==> config.mk <==
export PLATFORM = sky130hd
export DESIGN_NAME = charger_host_port
export DESIGN_NICKNAME = d
export VERILOG_FILES = /design/src/verilog/charger_host_pkg.sv /design/src/verilog/charger_host_port.sv
export SDC_FILE = /design/constraint.sdc
export NUM_CORES = 1
export LEC_CHECK = 0
export ABC_AREA = 1
export BUFFER_PORTS_ARGS = -buffer_cell sky130_fd_sc_hd__buf_2
export CAP_MARGIN = 20
export CORE_UTILIZATION = 40
export DETAILED_ROUTE_END_ITERATION = 8
export PLACE_DENSITY = 0.59
export REMOVE_ABC_BUFFERS = 1
export SLEW_MARGIN = 20
export SYNTH_ARGS = -nofsm -noshare
export SYNTH_HDL_FRONTEND = slang
export SYNTH_SLANG_ARGS = --single-unit
==> constraint.sdc <==
create_clock -name mclk -period 4.1 [get_ports mclk]
set_clock_uncertainty 0.2 [all_clocks]
set_input_delay 1.025 -clock mclk [delete_from_list [all_inputs] [get_ports mclk]]
set_output_delay 1.025 -clock mclk [all_outputs]
set_load 0.005 [all_outputs]
==> src/verilog/charger_host_pkg.sv <==
// shared constants, types and register map of the charger host port
package charger_host_pkg;

    // ****************************************
    // clock and timing
    // ****************************************
    localparam int CLK_MHZ = 40;
    localparam int PULSE_US = 128;
    localparam int PULSE_CYC = PULSE_US * CLK_MHZ;
    localparam int RB_HOLD_MS = 1;
    localparam int RB_HOLD_CYC = RB_HOLD_MS * 1000 * CLK_MHZ;

    // ****************************************
    // two-wire slave port
    // ****************************************
    localparam logic [6:0] SLAVE_ADDR = 7'h6B;
    localparam logic [3:0] BITS_PER_BYTE = 4'h8;
    localparam logic [7:0] READ_FILL = 8'hFF;
    localparam int NREG_DEF = 3;
    localparam logic [7:0] REG_CTRL = 8'h00;
    localparam logic [7:0] REG_VREG = 8'h01;
    localparam logic [7:0] REG_STAT = 8'h02;

    // ****************************************
    // local register port (byte addresses)
    // ****************************************
    localparam logic [3:0] LOC_CTRL = 4'h0;
    localparam logic [3:0] LOC_VREG = 4'h4;
    localparam logic [3:0] LOC_STAT = 4'h8;

    // ****************************************
    // fields and reset values
    // ****************************************
    localparam int CTRL_W = 2;
    localparam int CTRL_STAT_EN = 0;
    localparam int CTRL_NOBAT = 1;
    localparam logic [1:0] CTRL_RESET = 2'h1;
    localparam int VREG_W = 6;
    localparam logic [5:0] VREG_DEFAULT = 6'h05;
    localparam int MV_W = 13;
    localparam logic [12:0] VREG_BASE_MV = 13'hDAC;
    localparam logic [12:0] VREG_STEP_MV = 13'h014;
    localparam logic [19:0] TZ_NUM = 20'h00062;
    localparam logic [19:0] TZ_DEN = 20'h00064;
    localparam int EVT_N = 7;
    localparam logic [6:0] EVT_BOTH_EDGES = 7'h01;

    // ****************************************
    // types
    // ****************************************
    typedef enum logic [2:0] {ST_IDLE, ST_ADDR, ST_AACK, ST_RX, ST_DACK, ST_TX, ST_TACK} i2c_state_t;
    typedef enum logic [1:0] {RB_IDLE, RB_HOLD, RB_TEST, RB_WAIT} rb_state_t;

    typedef struct packed {
        logic wr;
        logic rd;
        logic [3:0] addr;
        logic [7:0] wdata;
    } bus_req_t;

    typedef struct packed {
        logic chg_active;
        logic host_mode;
        logic bat_above_good;
        logic rev_current;
        logic supplement_trip;
        logic bat_below_ovp;
        logic bat_above_recharge;
        logic bat_above_reg;
    } sense_t;

endpackage

==> src/verilog/charger_host_port.sv <==
// two-wire slave, status/interrupt pins and reverse boost control of the charger
//
// Implementation choices: strobed register access and the address map.
`timescale 1ns/100ps
// Operation
// answer only 7-bit address 6Bh, ignore all other addresses
// work at 100k and 400k bit rates with one protocol
// falling data while clock high starts address reception
// data changes only while clock low, except start and stop
// matching address acked low through whole ninth clock high phase
// bytes of eight bits plus receiver ack, repeating without limit
// rising data while clock high releases bus and returns idle
// master sends stop after abandoning a transfer to reset the slave
// reads of unimplemented register addresses return FFh
// direction bit zero is master write, one is master read
// status pin low while charging when status enable set
// status pin high impedance otherwise
// each event gives one 128 us low pulse, then release
// supply, timer, watchdog, sleep, temperature, battery, thermal events pulse
// pulses ignore the status enable bit
// interrupt pin copies status pin exactly
// in default mode good battery forces high impedance mode
// reverse current opens switch 1 ms, then reclose and retest
// reverse protection armed only between overvoltage and recharge levels
// reverse boost stops charging until battery below recharge level
// no battery operation bit disables reverse boost prevention
// leaving host mode reloads regulation voltage default 3.6 V
// temperature zone parts scale reference to 0.98 of regulation
module charger_host_port import charger_host_pkg::*; #(
    parameter int PULSE_CYCLES = PULSE_CYC,
    parameter int RB_CYCLES = RB_HOLD_CYC,
    parameter int NREG = NREG_DEF,
    parameter logic TEMP_ZONE = 1'b0
) (
    // clock and reset
    input wire logic mclk,
    input wire logic rst_n,
    // local register port
    input wire bus_req_t bus_req,
    output logic [7:0] bus_rdata,
    // two-wire bus
    input wire logic scl_i,
    input wire logic sda_i,
    output logic sda_o,
    output logic sda_oe,
    // analog sense and events
    input wire sense_t sense,
    input wire logic [EVT_N-1:0] evt_i,
    // status and interrupt pins
    output logic stat_o,
    output logic stat_oe,
    output logic int_o,
    output logic int_oe,
    // power stage control
    output logic hiz_force,
    output logic switch_open,
    output logic fb_sys_sel,
    output logic charge_hold,
    output logic [MV_W-1:0] vref_mv
);

    localparam int PW = $clog2(PULSE_CYCLES + 1);
    localparam int RW = $clog2(RB_CYCLES + 1);

    // ****************************************
    // input synchronisers
    // ****************************************
    logic scl_s1, scl_s2, scl_d, sda_s1, sda_s2, sda_d;
    logic [EVT_N-1:0] evt_s1, evt_s2, evt_d;
    sense_t sense_s1, sense_s2;
    logic host_d;

    // two stages for every pin, a third stage feeds edge detection
    always_ff @(posedge mclk or negedge rst_n) begin
        if (!rst_n) begin
            scl_s1 <= 1'b1;
            scl_s2 <= 1'b1;
            scl_d <= 1'b1;
            sda_s1 <= 1'b1;
            sda_s2 <= 1'b1;
            sda_d <= 1'b1;
            evt_s1 <= '0;
            evt_s2 <= '0;
            evt_d <= '0;
            sense_s1 <= '0;
            sense_s2 <= '0;
            host_d <= 1'b0;
        end else begin
            scl_s1 <= scl_i;
            scl_s2 <= scl_s1;
            scl_d <= scl_s2;
            sda_s1 <= sda_i;
            sda_s2 <= sda_s1;
            sda_d <= sda_s2;
            evt_s1 <= evt_i;
            evt_s2 <= evt_s1;
            evt_d <= evt_s2;
            sense_s1 <= sense;
            sense_s2 <= sense_s1;
            host_d <= sense_s2.host_mode;
        end
    end

    logic scl_rise, scl_fall, start_evt, stop_evt, host_fell, evt_hit;
    assign scl_rise = scl_s2 & ~scl_d;
    assign scl_fall = scl_d & ~scl_s2;
    assign start_evt = scl_s2 & scl_d & sda_d & ~sda_s2;
    assign stop_evt = scl_s2 & scl_d & ~sda_d & sda_s2;
    assign host_fell = host_d & ~sense_s2.host_mode;
    // supply change pulses on both edges, faults on their onset only
    assign evt_hit = |((evt_s2 & ~evt_d) | ((evt_s2 ^ evt_d) & EVT_BOTH_EDGES));

    // ****************************************
    // register file
    // ****************************************
    logic [CTRL_W-1:0] ctrl_r;
    logic [VREG_W-1:0] vreg_r;
    logic [7:0] stat_byte;
    logic i2c_wr_r;
    logic [7:0] i2c_wa_r, i2c_wd_r;
    logic pulse_on, stat_oe_r, hiz_r, switch_open_r, charge_hold_r;

    assign stat_byte = {3'h0, pulse_on, stat_oe_r, hiz_r, switch_open_r, charge_hold_r};

    function automatic logic [7:0] reg_read(input logic [7:0] idx);
        case (idx)
            REG_CTRL: reg_read = {{(8 - CTRL_W){1'b0}}, ctrl_r};
            REG_VREG: reg_read = {{(8 - VREG_W){1'b0}}, vreg_r};
            REG_STAT: reg_read = stat_byte;
            default: reg_read = READ_FILL;
        endcase
    endfunction

    // local port writes follow the serial ones so they win a same-cycle clash
    always_ff @(posedge mclk or negedge rst_n) begin
        if (!rst_n) begin
            ctrl_r <= CTRL_RESET;
            vreg_r <= VREG_DEFAULT;
        end else begin
            if (i2c_wr_r && i2c_wa_r == REG_CTRL) begin
                ctrl_r <= i2c_wd_r[CTRL_W-1:0];
            end
            if (i2c_wr_r && i2c_wa_r == REG_VREG) begin
                vreg_r <= i2c_wd_r[VREG_W-1:0];
            end
            if (bus_req.wr && bus_req.addr == LOC_CTRL) begin
                ctrl_r <= bus_req.wdata[CTRL_W-1:0];
            end
            if (bus_req.wr && bus_req.addr == LOC_VREG) begin
                vreg_r <= bus_req.wdata[VREG_W-1:0];
            end
            if (host_fell) begin
                vreg_r <= VREG_DEFAULT;
            end
        end
    end

    // local read data valid in the cycle after the strobe only
    always_ff @(posedge mclk or negedge rst_n) begin
        if (!rst_n) begin
            bus_rdata <= 8'h00;
        end else if (bus_req.rd) begin
            case (bus_req.addr)
                LOC_CTRL: bus_rdata <= reg_read(REG_CTRL);
                LOC_VREG: bus_rdata <= reg_read(REG_VREG);
                LOC_STAT: bus_rdata <= reg_read(REG_STAT);
                default: bus_rdata <= READ_FILL;
            endcase
        end else begin
            bus_rdata <= 8'h00;
        end
    end

    // ****************************************
    // two-wire slave
    // ****************************************
    i2c_state_t st_r;
    logic [3:0] bit_cnt_r;
    logic [7:0] sr_r, tx_r, ptr_r, rd_byte;
    logic rw_r, have_ptr_r, sda_oe_r;

    // a process, not an assign, so register updates behind the function are seen too
    always_comb rd_byte = reg_read(ptr_r);

    // sampling on clock rise and driving on clock fall keeps data still while high
    always_ff @(posedge mclk or negedge rst_n) begin
        if (!rst_n) begin
            st_r <= ST_IDLE;
            bit_cnt_r <= 4'h0;
            sr_r <= 8'h00;
            tx_r <= 8'h00;
            ptr_r <= 8'h00;
            rw_r <= 1'b0;
            have_ptr_r <= 1'b0;
            sda_oe_r <= 1'b0;
            i2c_wr_r <= 1'b0;
            i2c_wa_r <= 8'h00;
            i2c_wd_r <= 8'h00;
        end else begin
            i2c_wr_r <= 1'b0;
            if (start_evt) begin
                st_r <= ST_ADDR;
                bit_cnt_r <= 4'h0;
                have_ptr_r <= 1'b0;
                sda_oe_r <= 1'b0;
            end else if (stop_evt) begin
                st_r <= ST_IDLE;
                sda_oe_r <= 1'b0;
            end else begin
                case (st_r)
                    ST_IDLE: begin
                        sda_oe_r <= 1'b0;
                    end
                    ST_ADDR, ST_RX: begin
                        if (scl_rise) begin
                            sr_r <= {sr_r[6:0], sda_s2};
                            bit_cnt_r <= bit_cnt_r + 4'h1;
                        end else if (scl_fall && bit_cnt_r == BITS_PER_BYTE) begin
                            if (st_r == ST_RX) begin
                                st_r <= ST_DACK;
                                sda_oe_r <= 1'b1;
                                i2c_wr_r <= have_ptr_r;
                                i2c_wa_r <= ptr_r;
                                i2c_wd_r <= sr_r;
                                ptr_r <= have_ptr_r ? ptr_r + 8'h01 : sr_r;
                                have_ptr_r <= 1'b1;
                            end else if (sr_r[7:1] == SLAVE_ADDR) begin
                                st_r <= ST_AACK;
                                sda_oe_r <= 1'b1;
                                rw_r <= sr_r[0];
                            end else begin
                                st_r <= ST_IDLE;
                            end
                        end
                    end
                    ST_AACK, ST_DACK, ST_TACK: begin
                        if (scl_rise && st_r == ST_TACK) begin
                            sr_r <= {sr_r[6:0], sda_s2};
                        end else if (scl_fall) begin
                            bit_cnt_r <= 4'h0;
                            if ((st_r == ST_AACK && rw_r) || (st_r == ST_TACK && !sr_r[0])) begin
                                st_r <= ST_TX;
                                tx_r <= rd_byte;
                                sda_oe_r <= ~rd_byte[7];
                                ptr_r <= ptr_r + 8'h01;
                            end else if (st_r == ST_TACK) begin
                                st_r <= ST_IDLE;
                                sda_oe_r <= 1'b0;
                            end else begin
                                st_r <= ST_RX;
                                sda_oe_r <= 1'b0;
                            end
                        end
                    end
                    ST_TX: begin
                        if (scl_rise) begin
                            bit_cnt_r <= bit_cnt_r + 4'h1;
                        end else if (scl_fall) begin
                            if (bit_cnt_r == BITS_PER_BYTE) begin
                                st_r <= ST_TACK;
                                sda_oe_r <= 1'b0;
                            end else begin
                                tx_r <= {tx_r[6:0], 1'b0};
                                sda_oe_r <= ~tx_r[6];
                            end
                        end
                    end
                    default: begin
                        st_r <= ST_IDLE;
                        sda_oe_r <= 1'b0;
                    end
                endcase
            end
        end
    end

    assign sda_o = 1'b0;
    assign sda_oe = sda_oe_r;

    // ****************************************
    // status and interrupt pins
    // ****************************************
    logic [PW-1:0] pulse_cnt_r;
    assign pulse_on = pulse_cnt_r != '0;

    // a new event restarts the pulse rather than queueing a second one
    always_ff @(posedge mclk or negedge rst_n) begin
        if (!rst_n) begin
            pulse_cnt_r <= '0;
        end else if (evt_hit) begin
            pulse_cnt_r <= PW'(PULSE_CYCLES);
        end else if (pulse_on) begin
            pulse_cnt_r <= pulse_cnt_r - PW'(1);
        end
    end

    logic int_oe_r;
    // pins are open drain: enable high pulls the line low
    always_ff @(posedge mclk or negedge rst_n) begin
        if (!rst_n) begin
            stat_oe_r <= 1'b0;
            int_oe_r <= 1'b0;
        end else begin
            stat_oe_r <= (sense_s2.chg_active & ctrl_r[CTRL_STAT_EN]) | pulse_on;
            int_oe_r <= (sense_s2.chg_active & ctrl_r[CTRL_STAT_EN]) | pulse_on;
        end
    end

    assign stat_o = 1'b0;
    assign int_o = 1'b0;
    assign stat_oe = stat_oe_r;
    assign int_oe = int_oe_r;

    // ****************************************
    // good battery and reverse boost control
    // ****************************************
    rb_state_t rb_st;
    logic [RW-1:0] rb_cnt_r;
    logic rb_armed, no_bat;
    assign no_bat = ctrl_r[CTRL_NOBAT];
    assign rb_armed = sense_s2.bat_below_ovp & sense_s2.bat_above_recharge & ~no_bat;

    always_ff @(posedge mclk or negedge rst_n) begin
        if (!rst_n) begin
            rb_st <= RB_IDLE;
            rb_cnt_r <= '0;
        end else if (no_bat) begin
            rb_st <= RB_IDLE;
            rb_cnt_r <= '0;
        end else begin
            case (rb_st)
                RB_IDLE: begin
                    if (rb_armed && sense_s2.rev_current && !sense_s2.supplement_trip) begin
                        rb_st <= RB_HOLD;
                        rb_cnt_r <= '0;
                    end
                end
                RB_HOLD: begin
                    if (rb_cnt_r == RW'(RB_CYCLES - 1)) begin
                        rb_st <= RB_TEST;
                    end else begin
                        rb_cnt_r <= rb_cnt_r + RW'(1);
                    end
                end
                RB_TEST: begin
                    rb_cnt_r <= '0;
                    rb_st <= (sense_s2.bat_above_reg && rb_armed) ? RB_HOLD : RB_WAIT;
                end
                RB_WAIT: begin
                    if (!sense_s2.bat_above_recharge) begin
                        rb_st <= RB_IDLE;
                    end
                end
                default: rb_st <= RB_IDLE;
            endcase
        end
    end

    // reference in millivolts; scaling drops fractions, so it errs low
    logic [19:0] mv_full;
    assign mv_full = 20'(VREG_BASE_MV + VREG_STEP_MV * MV_W'(vreg_r));

    always_ff @(posedge mclk or negedge rst_n) begin
        if (!rst_n) begin
            hiz_r <= 1'b0;
            switch_open_r <= 1'b0;
            charge_hold_r <= 1'b0;
            vref_mv <= VREG_BASE_MV;
        end else begin
            hiz_r <= ~sense_s2.host_mode & sense_s2.bat_above_good;
            switch_open_r <= rb_st == RB_HOLD;
            charge_hold_r <= rb_st != RB_IDLE;
            vref_mv <= TEMP_ZONE ? MV_W'((mv_full * TZ_NUM) / TZ_DEN) : mv_full[MV_W-1:0];
        end
    end

    assign hiz_force = hiz_r;
    assign switch_open = switch_open_r;
    assign fb_sys_sel = switch_open_r;
    assign charge_hold = charge_hold_r;

    // ****************************************
    // assertions
    // ****************************************
    int pw_len, hold_len;
    always_ff @(posedge mclk or negedge rst_n) begin
        if (!rst_n) begin
            pw_len <= 0;
            hold_len <= 0;
        end else begin
            pw_len <= evt_hit ? 0 : (pulse_on ? pw_len + 1 : 0);
            hold_len <= switch_open_r ? hold_len + 1 : 0;
        end
    end
endmodule

# [After elaboration in Yosys (flattened, before gate mapping)]
# Index checks and enable logic that the tools add are counted.
[totals] inputBits=33 wordCells=258 ff_bits=156 out_inout_bits=31
[classes] n_reduce_logical=46 mul=1 add_sub_neg=5 n_eq_ne=46 n_mux=83 bitwise_logic=29
[op_table] cell="$mux 8" n=10
[op_table] cell="$mux 16" n=3
[op_table] cell="$pmux 16 s3" n=1
[op_table] cell="$pmux 8 s3" n=2
[op_table] cell="$mux 7" n=6
[op_table] cell="$mux 3" n=11
[op_table] cell="$pmux 8 s2" n=2
[op_table] cell="$ne 4x4->1 const B" n=7
[op_table] cell="$mux 13" n=2
[op_table] cell="$mux 1" n=24
[op_table] cell="$ne 2x2->1 const B" n=12
[op_table] cell="$ne 3x3->1 const B" n=7
[op_table] cell="$mux 4" n=5
[op_table] cell="$mux 2" n=9
[op_table] cell="$mux 6" n=3
[op_table] cell="$reduce_and 9->1" n=2
[op_table] cell="$add 16x1->16 const B" n=1
[op_table] cell="$eq 16x16->1 const B" n=1
[op_table] cell="$eq 8x1->1 const B" n=2
[op_table] cell="$logic_not 8->1" n=2
[op_table] cell="$reduce_bool 2->1" n=8
[op_table] cell="$reduce_and 5->1" n=3
[op_table] cell="$pmux 7 s2" n=1
[op_table] cell="$reduce_and 7->1" n=2
[op_table] cell="other kinds (43)" n=84

# [Longest topological paths before layout]
[logic_depth] word_depth=9 mapped_depth=12 ltp_nobuf=11

# [Worst setup path before layout]
# OpenSTA, ideal clock, no wires.
[synth_timing] kind="input to register" from="in bus_req[9] (netlist name)" to="reg vreg_r[1]" setup_slack_ps=1735 setup_ps=128 t_required_ps=3772 arrival_ps=2037 path_buffers=1 stages=7 path_cell_list="nor2_1 nand2_1 nor2_1 nand2_1 buf_2 nand3_1 o21ai_0"
[synth_via] elab_chain_cells=4 elab_cells_between_ends=5 classes_between="eq/ne: 1; mux: 2; reduce/logical: 2"
[synth_rtl] item="start: declaration" line_no="charger_host_port.sv:39" text="input wire bus_req_t bus_req,"
[synth_rtl] item="$eq 4x3->1 *" line_no="charger_host_port.sv:149" text="if (bus_req.wr && bus_req.addr == LOC_VREG) begin"
[synth_rtl] item="$logic_and 1x1->1 *" line_no="charger_host_port.sv:149"
[synth_rtl] item="$mux 6" line_no="charger_host_port.sv:149"
[synth_rtl] item="$mux 6" line_no="charger_host_port.sv:152" text="if (host_fell) begin"
[synth_rtl] item="end signal: assignment" line_no="charger_host_port.sv:144" text="vreg_r <= i2c_wd_r[VREG_W-1:0];"
[synth_rtl] item="end signal: assignment" line_no="charger_host_port.sv:150" text="vreg_r <= bus_req.wdata[VREG_W-1:0];"
[synth_rtl] item="end: declaration" line_no="charger_host_port.sv:117" text="logic [VREG_W-1:0] vreg_r;"
# Every way passes the cells marked *; elsewhere a longest branch is shown, timed or not.
# A chain may end at the register's enable or synchronous reset.

# [Final worst setup path]
[layout_timing] from="reg rb_st[1]" to="reg rb_cnt_r[2]"
[layout_via] elab_chain_cells=3 elab_cells_between_ends=9 classes_between="eq/ne: 4; mux: 2; reduce/logical: 3"
[layout_rtl] item="start: declaration" line_no="charger_host_port.sv:317" text="rb_state_t rb_st;"
[layout_rtl] item="start signal: assignment" line_no="charger_host_port.sv:347" text="rb_st <= (sense_s2.bat_above_reg && rb_armed) ? RB_HOLD : RB_WAIT;"
[layout_rtl] item="$eq 2x1->1 (tied with other cells)" line_no="charger_host_port.sv:331" text="case (rb_st)"
[layout_rtl] item="$ne 3x3->1 (no line) (tied with other cells)"
[layout_rtl] item="$reduce_and 3->1 (no line) / $mux 16 (equally long branches)"
[layout_rtl] item="end signal: assignment" line_no="charger_host_port.sv:342" text="rb_cnt_r <= rb_cnt_r + RW'(1);"
[layout_rtl] item="end: declaration" line_no="charger_host_port.sv:318" text="logic [RW-1:0] rb_cnt_r;"
# Several ways; a longest one is shown, not always the timed one.

==> results.tsv <==
stage	metric	value	unit
cells_and_area	final core utilization	46.9	%
route	DR WL/cell	12.7	um
route	Pre-antenna DRT Iters	4	
cts	post_cts resized	0	
worst_setup_path	CP endpoint kind	register	
global_routing	total track usage	17.2	%
die	initial core utilization	41.5	%
worst_setup_path	reg-to-reg slack, setup	1.56	ns
cts	Num CTS Buffers	17	
placement	DP Area	8030	um2
power	maximum VDD drop	327	uV
die	die width	140	um
timing	fmax	394	MHz
status	status	finished, final reports clean	
route	Post-Route WL	15.4	mm
worst_setup_path	r2r worst-path depth	7	
die	row count	49	
power	pwr dens	478	nW/um2
run	Max-Cap Viols	0	
yosys	adder-cell share of the synthesized area	3.73	%
yosys	Synth Instances	917	
yosys	Synth Area in XOR/XNOR	3.24	%
timing	setup violators final	0	
yosys	EDFF count, synth	0	
cells_and_area	area grow syn2layout	13.0	%
worst_setup_path	CP Launch Type	register	
worst_setup_path	Worst Path Required	4.17	ns
yosys	Yosys top cell area share	45.2	%
cells_and_area	leading cell type in the layout, fill and taps excluded	nand2_1	
global_routing	first-pass GRT wire length	26.8	mm
cts	CTS tree	built	
cts	Max H-tree Level	4	
cts	Root Driver	clkbuf_16	
timing	fin worst setup slack	1.56	ns
route	Final ANT Viol Nets	0	
global_routing	initial antenna violation count	0	
placement	Place WS	1.29	ns
placement	Port Buffers	56	
global_routing	total grt overflow	0	
hold_path	Worst Hold Path Cells	0	
cells_and_area	final instance area	8570	um2
route	vias post-DR	5909	
yosys	Post-Synth Simple-Gate Area	26.2	%
hold_path	worst hold path type	reg2reg	
route	DR DRC count	0	
timing	fin crit share	61.9	%
cts	CTS Buffer Depth	2	
worst_setup_path	source of the worst register-to-register timing path	rb_st[1]$_DFFE_PN0P_	
cts	post-CTS setup buffers	0	
die	Die Y	140	um
yosys	Avg Cell Area, Syn	8.27	um2
cts	hold_buf cts	0	
yosys	Ys Warns	0	
hold_path	hold path start	evt_s1[3]$_DFF_PN0_	
timing	RSZ-0062 raised after global routing	false	
cts	clock slew at reported path FFs	0.06	ns
yosys	ys flop type	dfrtp_1	
die	core area	18300	um2
cells_and_area	# diodes	0	
die	# IOs	64	
timing	Slew @ Worst Pin	0.782	ns
yosys	post-synthesis cell area	7580	um2
global_routing	pin count of the biggest net entering global routing	79	
yosys	cell taking the most area after synthesis	dfrtp_1	
worst_setup_path	WP data arrival	2.61	ns
route	vias per cell	4.87	
cts	clock sinks	153	
hold_path	hold worst-path end	evt_s2[3]$_DFF_PN0_	
worst_setup_path	Setup CP Type	reg2reg	
cells_and_area	final net count	1028	
worst_setup_path	RR Endpoint	rb_cnt_r[2]$_DFFE_PN0P_	
placement	GP Congestion	0.841	
cells_and_area	most frequent cells in the layout	nand2_1, dfrtp_1, inv_1, nor2_1, o21ai_0	
placement	post-DP HPWL	11.0	mm
power	Leak Pwr	4.26	nW
timing	final max-slew violation count	0	
yosys	Yosys cell types	40	
yosys	Synth Area in Compound Gates	8.45	%
timing	setup TNS	0	ns
yosys	sequential share of the synthesized area	50.8	%
die	DIE AREA	19500	um2
timing	minimum clock period	2.54	ns
yosys	Synth Register Bits	153	
cells_and_area	share of cells above drive strength 1	12.9	%
timing	Final Hold Vio Count	0	
yosys	top post-synthesis cells by area	dfrtp_1, nand2_1, dfstp_2, inv_1, nor2_1	
route	Iter 0 DRT Violations	333	
global_routing	vias in the first global route	5545	
worst_setup_path	critical path fanouts, max	19	
cts	Clock Latency Late Sink	0.43	ns
yosys	largest family of logic cells by synthesized area	simple AND/OR/NAND/NOR gates	
yosys	Post-synth ARST share	100	%
yosys	mux share of post-synthesis cell area	0	%
timing	Slew headroom	47.7	%
[worst max-delay path: stages, from the launching register on]
cell     delay (ns)
dfrtp_1        0.43
inv_1          0.10
ha_1           0.39
inv_1          0.24
nor2_1         0.17
inv_1          0.08
o21ai_2        0.58
o21ai_0        0.21
[flip-flops by register name (all words and copies together) (netlist names), 7 cells and up]
| name | flops |
|---|---|
| tx_r | 7 |
| pulse_cnt_r | 13 |
| sense_s2 | 8 |
| evt_s1 | 7 |
| ptr_r | 8 |
| i2c_wa_r | 8 |
| vref_mv | 11 |
| sr_r | 8 |
| bus_rdata | 7 |
| rb_cnt_r | 16 |
| evt_s2 | 7 |
| evt_d | 7 |
| sense_s1 | 8 |
[synth_stat cells, drive strengths merged, types with 4 or more instances]
cell type,instances
xnor2,9
o21ai,74
o21bai,4
nand2,257
buf,23
dfrtp,137
nand4,23
inv,109
ha,21
dfstp,16
o211ai,4
o22ai,6
nor2,99
nor3,14
nand3,64
xor2,19
a21oi,21
nand3b,5
[worst max-delay path by stage]
stage / depth (start not counted) / from / to / slack [ns]
2_1_floorplan: 9 / bus_req[9] / vreg_r[3]$_DFFE_PN0P_ / 1.69
5_1_grt: 7 / rb_st[1]$_DFFE_PN0P_ / rb_cnt_r[10]$_DFFE_PN0P_ / 1.24
4_1_cts: 7 / rb_st[1]$_DFFE_PN0P_ / rb_cnt_r[2]$_DFFE_PN0P_ / 1.50
3_5_place_dp: 10 / bus_req[9] / vreg_r[2]$_DFFE_PN1P_ / 1.29
6_report: 7 / rb_st[1]$_DFFE_PN0P_ / rb_cnt_r[2]$_DFFE_PN0P_ / 1.56
3_3_place_gp: 10 / bus_req[9] / vreg_r[5]$_DFFE_PN0P_ / 1.30
[report_power, final]
part           total [W]  switching, W  internal (W)  leakage, nW
logic           0.000882      0.000604      0.000278         2.07
registers        0.00178      0.000126       0.00166         1.94
clock network    0.00143      0.000642      0.000788        0.251
total            0.00410       0.00137       0.00272         4.26
[stage by stage]
| step | instances | hold WS (ns) | total power, W |
|---|---|---|---|
| final | 1214 | 0.149 | 0.00410 |
| after global routing | 1214 | 0.154 | 0.00438 |
| after CTS | 1214 | 0.150 | 0.00415 |
| after detailed placement | 1183 | 0.135 | 0.00270 |
| after global placement | 1183 | 0.132 | 0.00268 |
| after floorplan | 896 | 0.131 | 0.00240 |
[kinds of logic after synthesis]
| group | Yosys count |
|---|---|
| fa+ha+maj | 22 |
| xor+xnor | 28 |
| flops | 153 |
| buf+inv | 134 |
| simple gates | 467 |
| other cells | 1 |
| compound gates | 112 |
[layer usage]
layer,share of wire [%],vias up,global-route usage (%)
li1,-,3046,-
met1,50,2739,23.6
met2,45,105,27.0
met3,3.3,19,3.72
met4,1.5,0,6.25
met5,0,-,0
[final cells by class]
cell class / instances / area (um2)
Clock buffer: 18 / 439
Clock inverter: 13 / 96.3
Fill cell: 1832 / 9700
Inverter: 109 / 409
Multi-Input combinational cell: 634 / 3170
Sequential cell: 153 / 3850
Tap cell: 229 / 287
Timing Repair Buffer: 58 / 314
(Power assumes the default switching activity.)
